`config.mk`:
```
export PLATFORM = sky130hd
export DESIGN_NAME = qbc_classifier
export DESIGN_NICKNAME = d
export VERILOG_FILES = /design/src/core/qbc_pkg.sv /design/src/core/qbc_tag_select.sv /design/src/core/qbc_axil_slave.sv /design/src/core/qbc_classifier.sv
export VERILOG_INCLUDE_DIRS = /design/src /design/src/core
export SDC_FILE = /design/constraint.sdc
export NUM_CORES = 2
export LEC_CHECK = 0
export BUFFER_PORTS_ARGS = -buffer_cell sky130_fd_sc_hd__clkbuf_2
export CAP_MARGIN = 20
export CELL_PAD_IN_SITES_DETAIL_PLACEMENT = 0
export CELL_PAD_IN_SITES_GLOBAL_PLACEMENT = 1
export CORE_ASPECT_RATIO = 2
export CORE_MARGIN = 2
export CORE_UTILIZATION = 48
export DETAILED_ROUTE_END_ITERATION = 8
export GPL_TIMING_DRIVEN = 0
export PLACE_DENSITY = 0.82
export SLEW_MARGIN = 5
export SYNTH_ARGS = -nofsm -noshare
export SYNTH_HDL_FRONTEND = slang
export SYNTH_SLANG_ARGS = --single-unit
```
`constraint.sdc`:
```
create_clock -name clk_sys -period 4.9 [get_ports clk_sys]
set_input_delay 0.49 -clock clk_sys [delete_from_list [all_inputs] [get_ports clk_sys]]
set_output_delay 0.49 -clock clk_sys [all_outputs]
set_load 0.1 [all_outputs]
```
`src/core/qbc_map.svh`:
```
`ifndef QBC_MAP_SVH
`define QBC_MAP_SVH

// sizes
`define QBC_NPORT     4
`define QBC_NLEG      4
`define QBC_NCLASS    8
`define QBC_NCP       32
`define QBC_NCODE     64
`define QBC_NTMAP     64
`define QBC_NTPID     5

// byte offsets of register regions
`define QBC_PORT_BASE 12'h000
`define QBC_LEG_BASE  12'h040
`define QBC_REWR_BASE 12'h080
`define QBC_CPC_BASE  12'h100
`define QBC_CODE_BASE 12'h200
`define QBC_TMAP_BASE 12'h400
`define QBC_STAT_ADDR 12'h600

// port / router leg config fields
`define QBC_F_QOS     2:0
`define QBC_F_DROP    4:3
`define QBC_F_TAGE    5
`define QBC_F_CODEE   6
`define QBC_F_TRE     7
`define QBC_F_INNER   8
`define QBC_F_KEEP    9
`define QBC_F_SVC     12:10
`define QBC_F_REWE    13
`define QBC_F_TPID    18:14
// port word after reset: all five tag types valid, rest clear
`define QBC_PORT_RST  19'h7_C000
// per codepoint entry fields
`define QBC_F_TRUST   5
`define QBC_F_TRVAL   11:6
`define QBC_F_CODE    5:0
// status word fields
`define QBC_S_CODE    10:5
`define QBC_S_SVC     13:11
`define QBC_S_CNT     31:16

`define QBC_RESP_OK   2'h0
`define QBC_RESP_ERR  2'h2

`endif

```
`src/core/qbc_pkg.sv`:
```
`default_nettype none
package qbc_pkg;

	typedef struct packed {
		logic [2:0] tpid_type;
		logic [2:0] pcp;
		logic       dei;
	} qbc_tag_t;

	typedef struct packed {
		logic [1:0]    port;
		logic [1:0]    tag_cnt;
		qbc_tag_t [2:0] tags;
		logic          is_ip;
		logic [5:0]    code;
		logic          l2cp_cpu;
		logic [4:0]    l2cp_idx;
		logic          from_second_vdev;
		logic          rleg_valid;
		logic [1:0]    rleg;
	} qbc_frame_t;

	typedef struct packed {
		logic [2:0] prio_class;
		logic [1:0] drop_prec;
		logic [5:0] code;
		logic [2:0] svc_class;
		logic       transp_code;
	} qbc_result_t;

endpackage
`default_nettype wire

```
`src/core/qbc_tag_select.sv`:
```
`timescale 1ns/1ps
`default_nettype none
module qbc_tag_select (
	input  wire qbc_pkg::qbc_tag_t [2:0] tags,
	input  wire logic [1:0]              tag_cnt,
	input  wire logic [4:0]              tpid_ok,
	input  wire logic                    inner_sel,
	output logic                         has_tag,
	output logic [2:0]                   pcp,
	output logic                         dei
);
	logic [2:0] valid;
	logic [1:0] nvalid;

	// types beyond the five known ones never count as tags
	function automatic logic tpid_known(input logic [4:0] mask,
		input logic [2:0] kind);
		logic [7:0] wide;
		wide = {3'h0, mask};
		return wide[kind];
	endfunction

	// a tag counts only while every tag before it counted
	genvar g;
	generate
		for (g = 0; g < 3; g++) begin : g_tag
			if (g == 0) begin : g_first
				assign valid[g] = (tag_cnt > 2'(g)) &&
					tpid_known(tpid_ok, tags[g].tpid_type);
			end else begin : g_rest
				assign valid[g] = valid[g-1] && (tag_cnt > 2'(g)) &&
					tpid_known(tpid_ok, tags[g].tpid_type);
			end
		end
	endgenerate

	always_comb begin
		nvalid = 2'(valid[0]) + 2'(valid[1]) + 2'(valid[2]);
		has_tag = valid[0];
		// inner is the tag right after the outer one
		if (inner_sel && nvalid >= 2'h2) begin
			pcp = tags[1].pcp;
			dei = tags[1].dei;
		end else begin
			pcp = tags[0].pcp;
			dei = tags[0].dei;
		end
	end
endmodule // qbc_tag_select
`default_nettype wire

```
`src/core/qbc_axil_slave.sv`:
```
`timescale 1ns/1ps
`default_nettype none
`include "qbc_map.svh"
module qbc_axil_slave (
	input  wire logic        clk_sys,
	input  wire logic        rst,
	input  wire logic [11:0] s_awaddr,
	input  wire logic        s_awvalid,
	output logic             s_awready,
	input  wire logic [31:0] s_wdata,
	input  wire logic [3:0]  s_wstrb,
	input  wire logic        s_wvalid,
	output logic             s_wready,
	output logic [1:0]       s_bresp,
	output logic             s_bvalid,
	input  wire logic        s_bready,
	input  wire logic [11:0] s_araddr,
	input  wire logic        s_arvalid,
	output logic             s_arready,
	output logic [31:0]      s_rdata,
	output logic [1:0]       s_rresp,
	output logic             s_rvalid,
	input  wire logic        s_rready,
	output logic             wr_go,
	output logic [11:0]      wr_addr,
	output logic [31:0]      wr_data,
	output logic [3:0]       wr_strb,
	input  wire logic        wr_hit,
	output logic [11:0]      rd_addr,
	input  wire logic [31:0] rd_data,
	input  wire logic        rd_hit
);
	logic rd_go;

	assign wr_go = ~s_awready & ~s_wready & ~s_bvalid;
	assign rd_go = ~s_arready & ~s_rvalid;

	always_ff @(posedge clk_sys) begin
		if (rst) begin
			s_awready <= 1'b1;
			wr_addr   <= 12'h000;
		end else if (s_awvalid && s_awready) begin
			s_awready <= 1'b0;
			wr_addr   <= s_awaddr;
		end else if (wr_go) begin
			s_awready <= 1'b1;
		end
	end

	always_ff @(posedge clk_sys) begin
		if (rst) begin
			s_wready <= 1'b1;
			wr_data  <= 32'h0000_0000;
			wr_strb  <= 4'h0;
		end else if (s_wvalid && s_wready) begin
			s_wready <= 1'b0;
			wr_data  <= s_wdata;
			wr_strb  <= s_wstrb;
		end else if (wr_go) begin
			s_wready <= 1'b1;
		end
	end

	always_ff @(posedge clk_sys) begin
		if (rst) begin
			s_bvalid <= 1'b0;
			s_bresp  <= `QBC_RESP_OK;
		end else if (wr_go) begin
			s_bvalid <= 1'b1;
			s_bresp  <= wr_hit ? `QBC_RESP_OK : `QBC_RESP_ERR;
		end else if (s_bready) begin
			s_bvalid <= 1'b0;
		end
	end

	always_ff @(posedge clk_sys) begin
		if (rst) begin
			s_arready <= 1'b1;
			rd_addr   <= 12'h000;
		end else if (s_arvalid && s_arready) begin
			s_arready <= 1'b0;
			rd_addr   <= s_araddr;
		end else if (s_rvalid && s_rready) begin
			s_arready <= 1'b1;
		end
	end

	always_ff @(posedge clk_sys) begin
		if (rst) begin
			s_rvalid <= 1'b0;
			s_rdata  <= 32'h0000_0000;
			s_rresp  <= `QBC_RESP_OK;
		end else if (rd_go) begin
			s_rvalid <= 1'b1;
			s_rdata  <= rd_hit ? rd_data : 32'h0000_0000;
			s_rresp  <= rd_hit ? `QBC_RESP_OK : `QBC_RESP_ERR;
		end else if (s_rready) begin
			s_rvalid <= 1'b0;
		end
	end
endmodule // qbc_axil_slave
`default_nettype wire

```
`src/core/qbc_classifier.sv`:
```
// Local design decisions: the AXI4-Lite slave port and the register offsets.
`timescale 1ns/1ps
`default_nettype none
`include "qbc_map.svh"
module qbc_classifier (
	input  wire logic               clk_sys,
	input  wire logic               rst,
	input  wire logic [11:0]        s_awaddr,
	input  wire logic               s_awvalid,
	output logic                    s_awready,
	input  wire logic [31:0]        s_wdata,
	input  wire logic [3:0]         s_wstrb,
	input  wire logic               s_wvalid,
	output logic                    s_wready,
	output logic [1:0]              s_bresp,
	output logic                    s_bvalid,
	input  wire logic               s_bready,
	input  wire logic [11:0]        s_araddr,
	input  wire logic               s_arvalid,
	output logic                    s_arready,
	output logic [31:0]             s_rdata,
	output logic [1:0]              s_rresp,
	output logic                    s_rvalid,
	input  wire logic               s_rready,
	input  wire logic               frame_valid,
	input  wire qbc_pkg::qbc_frame_t frame_in,
	output logic                    result_valid,
	output qbc_pkg::qbc_result_t    result_out
);

	logic [18:0] port_cfg [`QBC_NPORT];
	logic [7:0]  leg_cfg  [`QBC_NLEG];
	logic [5:0]  rewr_mem [`QBC_NCLASS];
	logic [2:0]  cpc_mem  [`QBC_NCP];
	logic [11:0] code_mem [`QBC_NCODE];
	logic [4:0]  tmap_mem [`QBC_NTMAP];
	logic [15:0] cnt_reg;

	logic        wr_go;
	logic [11:0] wr_addr;
	logic [31:0] wr_data;
	logic [3:0]  wr_strb;
	logic [11:0] rd_addr;
	logic [32:0] rd_word;
	logic [32:0] wr_old;
	logic [31:0] wr_new;

	function automatic logic in_rgn(input logic [11:0] a,
		input logic [11:0] base, input int words);
		logic [11:0] off;
		off = a - base;
		return (a >= base) && (off < 12'(words * 4)) && (a[1:0] == 2'h0);
	endfunction

	// returns {hit, word}; used for reads and for byte-lane merge
	function automatic logic [32:0] reg_read(input logic [11:0] a);
		logic [11:0] i;
		logic [32:0] r;
		r = 33'h0_0000_0000;
		i = {2'h0, a[11:2]};
		if (in_rgn(a, `QBC_PORT_BASE, `QBC_NPORT))
			r = {1'b1, 13'h0000, port_cfg[2'(i)]};
		else if (in_rgn(a, `QBC_LEG_BASE, `QBC_NLEG))
			r = {1'b1, 24'h00_0000, leg_cfg[2'(i)]};
		else if (in_rgn(a, `QBC_REWR_BASE, `QBC_NCLASS))
			r = {1'b1, 26'h000_0000, rewr_mem[3'(i)]};
		else if (in_rgn(a, `QBC_CPC_BASE, `QBC_NCP))
			r = {1'b1, 29'h0000_0000, cpc_mem[5'(i)]};
		else if (in_rgn(a, `QBC_CODE_BASE, `QBC_NCODE))
			r = {1'b1, 20'h0_0000, code_mem[6'(i)]};
		else if (in_rgn(a, `QBC_TMAP_BASE, `QBC_NTMAP))
			r = {1'b1, 27'h000_0000, tmap_mem[6'(i)]};
		else if (a == `QBC_STAT_ADDR)
			r = {1'b1, cnt_reg, 2'h0, result_out.svc_class,
				result_out.code, result_out.drop_prec,
				result_out.prio_class};
		return r;
	endfunction

	qbc_axil_slave u_bus (
		.clk_sys   (clk_sys),
		.rst       (rst),
		.s_awaddr  (s_awaddr),
		.s_awvalid (s_awvalid),
		.s_awready (s_awready),
		.s_wdata   (s_wdata),
		.s_wstrb   (s_wstrb),
		.s_wvalid  (s_wvalid),
		.s_wready  (s_wready),
		.s_bresp   (s_bresp),
		.s_bvalid  (s_bvalid),
		.s_bready  (s_bready),
		.s_araddr  (s_araddr),
		.s_arvalid (s_arvalid),
		.s_arready (s_arready),
		.s_rdata   (s_rdata),
		.s_rresp   (s_rresp),
		.s_rvalid  (s_rvalid),
		.s_rready  (s_rready),
		.wr_go     (wr_go),
		.wr_addr   (wr_addr),
		.wr_data   (wr_data),
		.wr_strb   (wr_strb),
		.wr_hit    (wr_old[32]),
		.rd_addr   (rd_addr),
		.rd_data   (rd_word[31:0]),
		.rd_hit    (rd_word[32])
	);

	always_comb begin
		rd_word = reg_read(rd_addr);
		wr_old  = reg_read(wr_addr);
		for (int b = 0; b < 4; b++) begin
			wr_new[b*8 +: 8] = wr_strb[b] ? wr_data[b*8 +: 8]
				: wr_old[b*8 +: 8];
		end
	end

	// configuration storage, status word is read only
	always_ff @(posedge clk_sys) begin
		if (rst) begin
			for (int k = 0; k < `QBC_NPORT; k++)
				port_cfg[k] <= `QBC_PORT_RST;
			for (int k = 0; k < `QBC_NLEG; k++)
				leg_cfg[k] <= 8'h00;
			for (int k = 0; k < `QBC_NCLASS; k++)
				rewr_mem[k] <= 6'h00;
			for (int k = 0; k < `QBC_NCP; k++)
				cpc_mem[k] <= 3'h0;
			for (int k = 0; k < `QBC_NCODE; k++)
				code_mem[k] <= 12'h000;
			for (int k = 0; k < `QBC_NTMAP; k++)
				tmap_mem[k] <= 5'h00;
		end else if (wr_go) begin
			if (in_rgn(wr_addr, `QBC_PORT_BASE, `QBC_NPORT))
				port_cfg[wr_addr[3:2]] <= wr_new[18:0];
			if (in_rgn(wr_addr, `QBC_LEG_BASE, `QBC_NLEG))
				leg_cfg[wr_addr[3:2]] <= wr_new[7:0];
			if (in_rgn(wr_addr, `QBC_REWR_BASE, `QBC_NCLASS))
				rewr_mem[wr_addr[4:2]] <= wr_new[5:0];
			if (in_rgn(wr_addr, `QBC_CPC_BASE, `QBC_NCP))
				cpc_mem[wr_addr[6:2]] <= wr_new[2:0];
			if (in_rgn(wr_addr, `QBC_CODE_BASE, `QBC_NCODE))
				code_mem[wr_addr[7:2]] <= wr_new[11:0];
			if (in_rgn(wr_addr, `QBC_TMAP_BASE, `QBC_NTMAP))
				tmap_mem[wr_addr[7:2]] <= wr_new[4:0];
		end
	end

	// classification datapath
	logic [18:0] pcfg;
	logic [7:0]  ipcfg;
	logic        use_leg;
	logic        has_tag;
	logic [2:0]  tag_pcp;
	logic        tag_dei;
	logic [4:0]  tmap_q;
	logic [5:0]  raw_code;
	logic [5:0]  tr_code;
	logic [11:0] tr_entry;
	logic        trusted;
	logic [2:0]  cp_q;
	logic [2:0]  base_qos;
	logic [1:0]  base_drop;
	logic [2:0]  fin_qos;
	logic [5:0]  fin_code;

	qbc_tag_select u_tag (
		.tags      (frame_in.tags),
		.tag_cnt   (frame_in.tag_cnt),
		.tpid_ok   (pcfg[`QBC_F_TPID]),
		.inner_sel (pcfg[`QBC_F_INNER]),
		.has_tag   (has_tag),
		.pcp       (tag_pcp),
		.dei       (tag_dei)
	);

	always_comb begin
		pcfg = port_cfg[frame_in.port];
		use_leg = frame_in.from_second_vdev && frame_in.rleg_valid;
		// leg word shares layout of the IP part of the port word
		ipcfg = use_leg ? leg_cfg[frame_in.rleg] : pcfg[7:0];
		tmap_q = tmap_mem[{frame_in.port, tag_dei, tag_pcp}];
		raw_code = frame_in.is_ip ? frame_in.code : 6'h00;
		// one translation feeds class, precedence and codepoint
		tr_code = ipcfg[`QBC_F_TRE] ?
			code_mem[raw_code][`QBC_F_TRVAL] : raw_code;
		if (!frame_in.is_ip)
			tr_code = 6'h00;
		tr_entry = code_mem[tr_code];
		// one trust decision shared by class and precedence
		trusted = frame_in.is_ip && ipcfg[`QBC_F_CODEE] &&
			tr_entry[`QBC_F_TRUST];
		cp_q = cpc_mem[frame_in.l2cp_idx];
		if (pcfg[`QBC_F_TAGE] && has_tag) begin
			base_qos  = tmap_q[`QBC_F_QOS];
			base_drop = tmap_q[`QBC_F_DROP];
		end else begin
			base_qos  = ipcfg[`QBC_F_QOS];
			base_drop = ipcfg[`QBC_F_DROP];
		end
		if (trusted) begin
			base_qos  = tr_entry[`QBC_F_QOS];
			base_drop = tr_entry[`QBC_F_DROP];
		end
		fin_qos = frame_in.l2cp_cpu ? cp_q : base_qos;
		fin_code = (frame_in.is_ip && pcfg[`QBC_F_REWE]) ?
			rewr_mem[base_qos] : tr_code;
	end

	// results feed later stages that may still replace them
	always_ff @(posedge clk_sys) begin
		if (rst) begin
			result_valid <= 1'b0;
			result_out   <= '0;
		end else begin
			result_valid <= frame_valid;
			if (frame_valid) begin
				result_out.prio_class  <= fin_qos;
				result_out.drop_prec   <= base_drop;
				result_out.code        <= fin_code;
				result_out.svc_class   <= pcfg[`QBC_F_SVC];
				result_out.transp_code <= pcfg[`QBC_F_KEEP];
			end
		end
	end

	always_ff @(posedge clk_sys) begin
		if (rst)
			cnt_reg <= 16'h0000;
		else if (frame_valid)
			cnt_reg <= cnt_reg + 16'h0001;
	end
endmodule // qbc_classifier
`default_nettype wire

```
==> results of run 1 <==
## synthesized netlist by cell type (11+ instances only)
cell	instances	area, µm²
a211oi_1	112	841
a21oi_1	168	841
a221oi_1	24	210
a22oi_1	39	293
a311oi_1	45	394
a31oi_1	49	307
and2_1	11	68.8
and3_1	66	413
buf_1	103	387
buf_2	87	435
buf_4	18	135
buf_6	30	338
clkbuf_1	431	1620
dfxtp_1	129	2580
edfxtp_1	1340	40200
inv_1	41	154
mux2_1	22	248
mux2_2	39	439
mux2i_1	323	3230
mux4_2	957	21600
nand2_1	656	2460
nand2b_1	194	1210
nand3_1	77	385
nand4_1	26	163
nor2_1	1480	5560
nor2b_1	44	275
nor3_1	39	195
o211ai_1	37	278
o21ai_0	48	240
o221ai_1	15	131
o22ai_1	19	119
or2_2	11	68.8
xor2_1	12	105
## routing by layer
| layer | track usage | GRT overflow |
|---|---|---|
| met4 | 0.764 | 610 |
| met5 | 0.167 | 5 |
| met3 | 0.521 | 32 |
| met2 | 0.920 | 777 |
| met1 | 0.712 | 6 |
## timing repair
item / 4_1_cts
cloned: 3
hold endpoints to repair: 61
pin swaps: 64
endpoints found under the setup margin: 1370
hold buffers: 51
buffers inserted: 126
resized for setup: 1077
## kinds of logic after synthesis
kind of cell             Yosys count
AO/OA/AOI/OAI                    681
XOR/XNOR                          15
adder cells (fa/ha/maj)            8
buffers and inverters            715
flip-flops                      1469
multiplexers                    1343
other                              1
AND/OR/NAND/NOR                 2659
## through the flow
| step | utilization | hold WS, ns |
|---|---|---|
| 2_1_floorplan | - | 0.436 |
| 3_3_place_gp | 0.504 | 0.447 |
| 3_5_place_dp | 0.517 | 0.451 |
| 4_1_cts | 0.573 | 0.00851 |
==> results.md, run 1 <==
- Initial core utilization: 0.484
- Largest net degree at the start of global routing: 20
- Compound-cell area share of the yosys netlist: 0.0552
- Clock sink count: approximately 1500
- Post-Synth Adder-Cell Area: 0.00114
- Syn Area/Cell: between 10 and 15 µm²
- Number of flops mapped to enable cells by yosys: approximately 1300
- Largest family of logic cells by synthesized area: multiplexers
- GPL Wtd Cong: 1.17
- # IOs: 167
- Stop Error: [ERROR GRT-0116] Global routing finished with congestion. Check the congestion regions in the DRC Viewer.
- Bufs on Longest Clock Path: 4
- Fail Step: global routing
- Row count: 221
- Post-synthesis sequential area ratio: 0.488
- Placed inst area: 0.0937 mm²
- Syn Inst Count: approximately 6900
- Synth cell types: 99
- Grt ovf: about 1400
- Detailed placement HPWL: 420000 µm
- Die width: about 310 µm
- Post-Synth Simple-Gate Area: 0.128
- Syn Std Cell Area: roughly 0.09 mm²
- First-pass GRT wire length: 934000 µm
- Ys async rst share: 0
- H-tree depth: 4
- Place WS: -4.16 ns
- Syn. warnings: 0
- Total GRT Usage: 0.722
- Vias in the first global route: between 90000 and 100k
- Synth Area in XOR/XNOR: 0.00150
- Chip Height: roughly 610 µm
- PortBufs: between 100 and 150
- Total CTS buffers: 145
- Multiplexer share of the synthesized area: 0.291
- Yosys reg bits: around 1500
- Main synth FF type: edfxtp_1
- Inst Count DP: roughly 9500
- Root buf cell: clkbuf_16
- Status: stopped before the end
==> run 2: changes to the inputs <==
--- a/config.mk
+++ b/config.mk
@@ -8,14 +8,11 @@
 export LEC_CHECK = 0
 export BUFFER_PORTS_ARGS = -buffer_cell sky130_fd_sc_hd__clkbuf_2
 export CAP_MARGIN = 20
-export CELL_PAD_IN_SITES_DETAIL_PLACEMENT = 0
-export CELL_PAD_IN_SITES_GLOBAL_PLACEMENT = 1
-export CORE_ASPECT_RATIO = 2
 export CORE_MARGIN = 2
-export CORE_UTILIZATION = 48
+export CORE_UTILIZATION = 40
 export DETAILED_ROUTE_END_ITERATION = 8
 export GPL_TIMING_DRIVEN = 0
-export PLACE_DENSITY = 0.82
+export PLACE_DENSITY_LB_ADDON = 0.15
 export SLEW_MARGIN = 5
 export SYNTH_ARGS = -nofsm -noshare
 export SYNTH_HDL_FRONTEND = slang
==> constraint.sdc (replaced) <==
create_clock -name clk_sys -period 6.4 [get_ports clk_sys]
set_input_delay 0.64 -clock clk_sys [delete_from_list [all_inputs] [get_ports clk_sys]]
set_output_delay 0.64 -clock clk_sys [all_outputs]
set_load 0.1 [all_outputs]
==> results.md, run 2 <==
- Status: finished, violations left
- Failing checks: negative setup slack
- Largest area contributor in the netlist: edfxtp_1
- CP endpoint kind: register
- Synth top area cells: edfxtp_1 46%, mux4_2 25%, nor2_1 6.3%
- Yosys reg bits: approximately 1500
- Sw Share: 0.319
- Die footprint: about 0.22 mm²
- Total core area: about 0.22 mm²
- Post-synth top area share: 0.459
- Min-delay worst type: in -> reg
- Reg power frac: 0.414
- Share of cells above drive strength 1: 0.263
- GPL Wtd Cong: approximately 1.1
- TritonRoute pass-1 iters: 9
- Slew Viols, Final: 0
- Syn. warnings: 0
- Leak: about 34 nW
- Final Hold Viols: 0
- Syn Area/Cell: 12.7 µm²
- Area delta synth->final: 15.0%
- Drt total wl: roughly 480000 µm
- Clock sink count: 1469
- Post-synthesis sequential area ratio: 0.488
- H-tree depth: 4
- Worst Hold Path Cells: 2
- Detailed placement HPWL: approximately 370000 µm
- Root buf cell: clkbuf_16
- Slew @ Worst Pin: approximately 1.4 ns
- Worst EP required: about 7 ns
- Fmax: 0.149 GHz
- Pwr/cell area: ~270 mW/mm²
- Initial core utilization: 0.403
- Fill count: a little under 20000
- Sw power: between 8 and 9 mW
- Detailed-route via count: around 73000
- Total GRT Usage: 0.425
- Ys async rst share: 0
- Initial antenna violation count: 35
- Clock latency on the worst-skew pair: slightly below 0.9 ns
- Power Internal: between 15 and 20 mW
- Vias per cell: a little over 7
- Final setup vio count: 62
- Main synth FF type: edfxtp_1
- Max-Cap Viols: 0
- Top post-synthesis cells by count: 1480 x nor2_1, 1340 x edfxtp_1, 957 x mux4_2
- Grt ovf: 0
- Clock power frac: 0.376
- Setup tns final: -3.90 ns
- Syn Std Cell Area: between 0.08 and 0.09 mm²
- Fraction of the cycle the final worst path needs: 1.05
- Clock skew: ~0.040 ns
- Comb pwr share: 0.210
- Vias in the first global route: just under 70000
- DRT iter0 DRCs: ~13000
- Biggest regs: code_mem: 768 flops, tmap_mem: 320 flops, cpc_mem: 96 flops
- Crit path kind: in -> reg
- Most flops, register: code_mem
- First-pass GRT wire length: ~630000 µm
- Top-count cell post-synth: nor2_1
- Nets@finish: around 7500
- DRC Markers: 0
- CTS tree: built
- Max VDD drop: 0.000305 V
- Die width: about 470 µm
- # IOs: around 170
- Crit path max fanout: 10
- Max reg flops: approximately 770
- Synth cell types: 99
- Chip Height: 472 µm
- Reg2Reg Depth: 22
- Largest net degree at the start of global routing: 20
- Row count: around 170
- Bufs on Longest Clock Path: 3
- Overall Power: between 20 and 30 mW
- DR WL/cell: between 40 and 50 µm
- Worst-path clk slew: around 0.06 ns
- Most common cell after layout, fill and taps aside: nor2_1
- Setup WS post-layout: -0.316 ns
- Rel. slew slack: 0.0772
- Most frequent cells in the layout: 1465 x nor2_1, 1340 x edfxtp_1, 957 x mux4_2, 655 x nand2_1, 331 x clkbuf_1
- Total CTS buffers: around 170
- PortBufs: approximately 130
- Fin crit period: roughly 6.7 ns
- CP Data Arrival Time: approximately 7.5 ns
- Syn Inst Count: between 6000 and 7000
- Critical Path Start Type: input port
- Number of flops mapped to enable cells by yosys: between 1000 and 1500
- Post-DRT Antenna Nets: 0
==> run 2: cell counts after synthesis <==
Identical to the previous run, type by type.
==> run 2: cells by family (layout without fill, tap and decap cells) <==
logic type | count (synthesis) | count (layout) | synth area share
and+or+nand+nor | 2659 | 2659 | 0.128
DFF | 1469 | 1469 | 0.488
adders and majority gates | 8 | 8 | 0.00114
buffers and inverters | 715 | 1311 | 0.0354
AOI/OAI and AO/OA | 681 | 681 | 0.0552
muxes | 1343 | 1343 | 0.291
other | 1 | 25 | 0.0000428
xor gates and xnor gates | 15 | 15 | 0.00150
==> run 2: timing repair <==
item | 4_1_cts | 5_1_grt
resized for setup | 140 | 142
pin swaps | 1 | 5
setup endpoints to repair | 1370 | 553
hold buffers | 2 | 0
hold endpoints to repair | 2 | 0
buffers inserted | 6 | 9
==> run 2: routing by layer <==
layer	part of all wire	routed length (µm)	track usage
met1	0.34	166000	0.519
met2	0.43	207000	0.627
met3	0.12	59100	0.117
met4	0.10	48900	0.352
met5	0.00025	122	0.000216
==> run 2: layout make-up <==
type | count | area [µm²] | area share
multi-input cells | 4708 | 42200 | 0.419
diodes | 23 | 57.6 | 0.000570
clock inverters | 105 | 1010 | 0.0100
flip-flops and latches | 1469 | 42800 | 0.424
inverters | 44 | 169 | 0.00167
clock buffers | 205 | 4580 | 0.0454
well taps | 2854 | 3570 | 0.0354
repair buffers | 298 | 3130 | 0.0311
plain buffers | 659 | 3320 | 0.0329
==> run 2: worst paths after layout <==
path	endpoint	slack, ns	start
max reg2reg	result_out[11]	-0.20	port_cfg[3][7]
min	u_bus.s_wready	0.02	s_wvalid
min reg2reg	u_bus.s_rdata[15]	0.47	u_bus.s_rdata[15]
max	result_out[11]	-0.32	frame_in[16]
==> run 2: critical path: stages <==
cell and delay, ns:
clkbuf_2 0.13, buf_2 0.28, buf_6 0.23, nand2_2 0.25, buf_4 0.31, nor2_1 0.49, o21ai_0 0.32, o211ai_1 0.18
a31oi_2 0.35, nand2_2 0.30, buf_6 0.23, buf_6 0.28, buf_4 0.34, buf_4 0.33, buf_4 0.36, buf_4 0.38
mux2i_1 0.12, mux2i_1 0.36, mux2i_1 0.13, mux2i_1 0.29, mux2i_1 0.20, mux2_2 0.43, nand2_1 0.10, o21ai_0 0.13
a211oi_1 0.27
==> run 2: power by group through the flow <==
| stage | registers (mW) | logic, mW | clock network (mW) |
|---|---|---|---|
| 2_1_floorplan | 11.3 | 2.67 | 0 |
| 3_3_place_gp | 11.3 | 5.09 | 0 |
| 3_5_place_dp | 11.3 | 5.28 | 0 |
| 4_1_cts | 11.1 | 5.34 | 10.1 |
| 5_1_grt | 11.2 | 5.59 | 10.4 |
| 6_report | 11.1 | 5.64 | 10.1 |
==> run 2: per-stage QoR <==
step	area (µm²)	setup slack [ns]	std cells	utilization	hold slack, ns
after detailed placement	94300	-2.83	10000	0.434	0.456
final	101000	-0.316	10400	0.464	0.0151
after global routing	101000	-0.0488	10300	0.463	0.0390
after CTS	100000	-0.399	10300	0.461	0.00125
after global placement	92000	-5.24	9880	0.423	0.450
after floorplan	87700	1.26	6892	-	0.436
No activity file was read; power rests on OpenSTA's default activity.
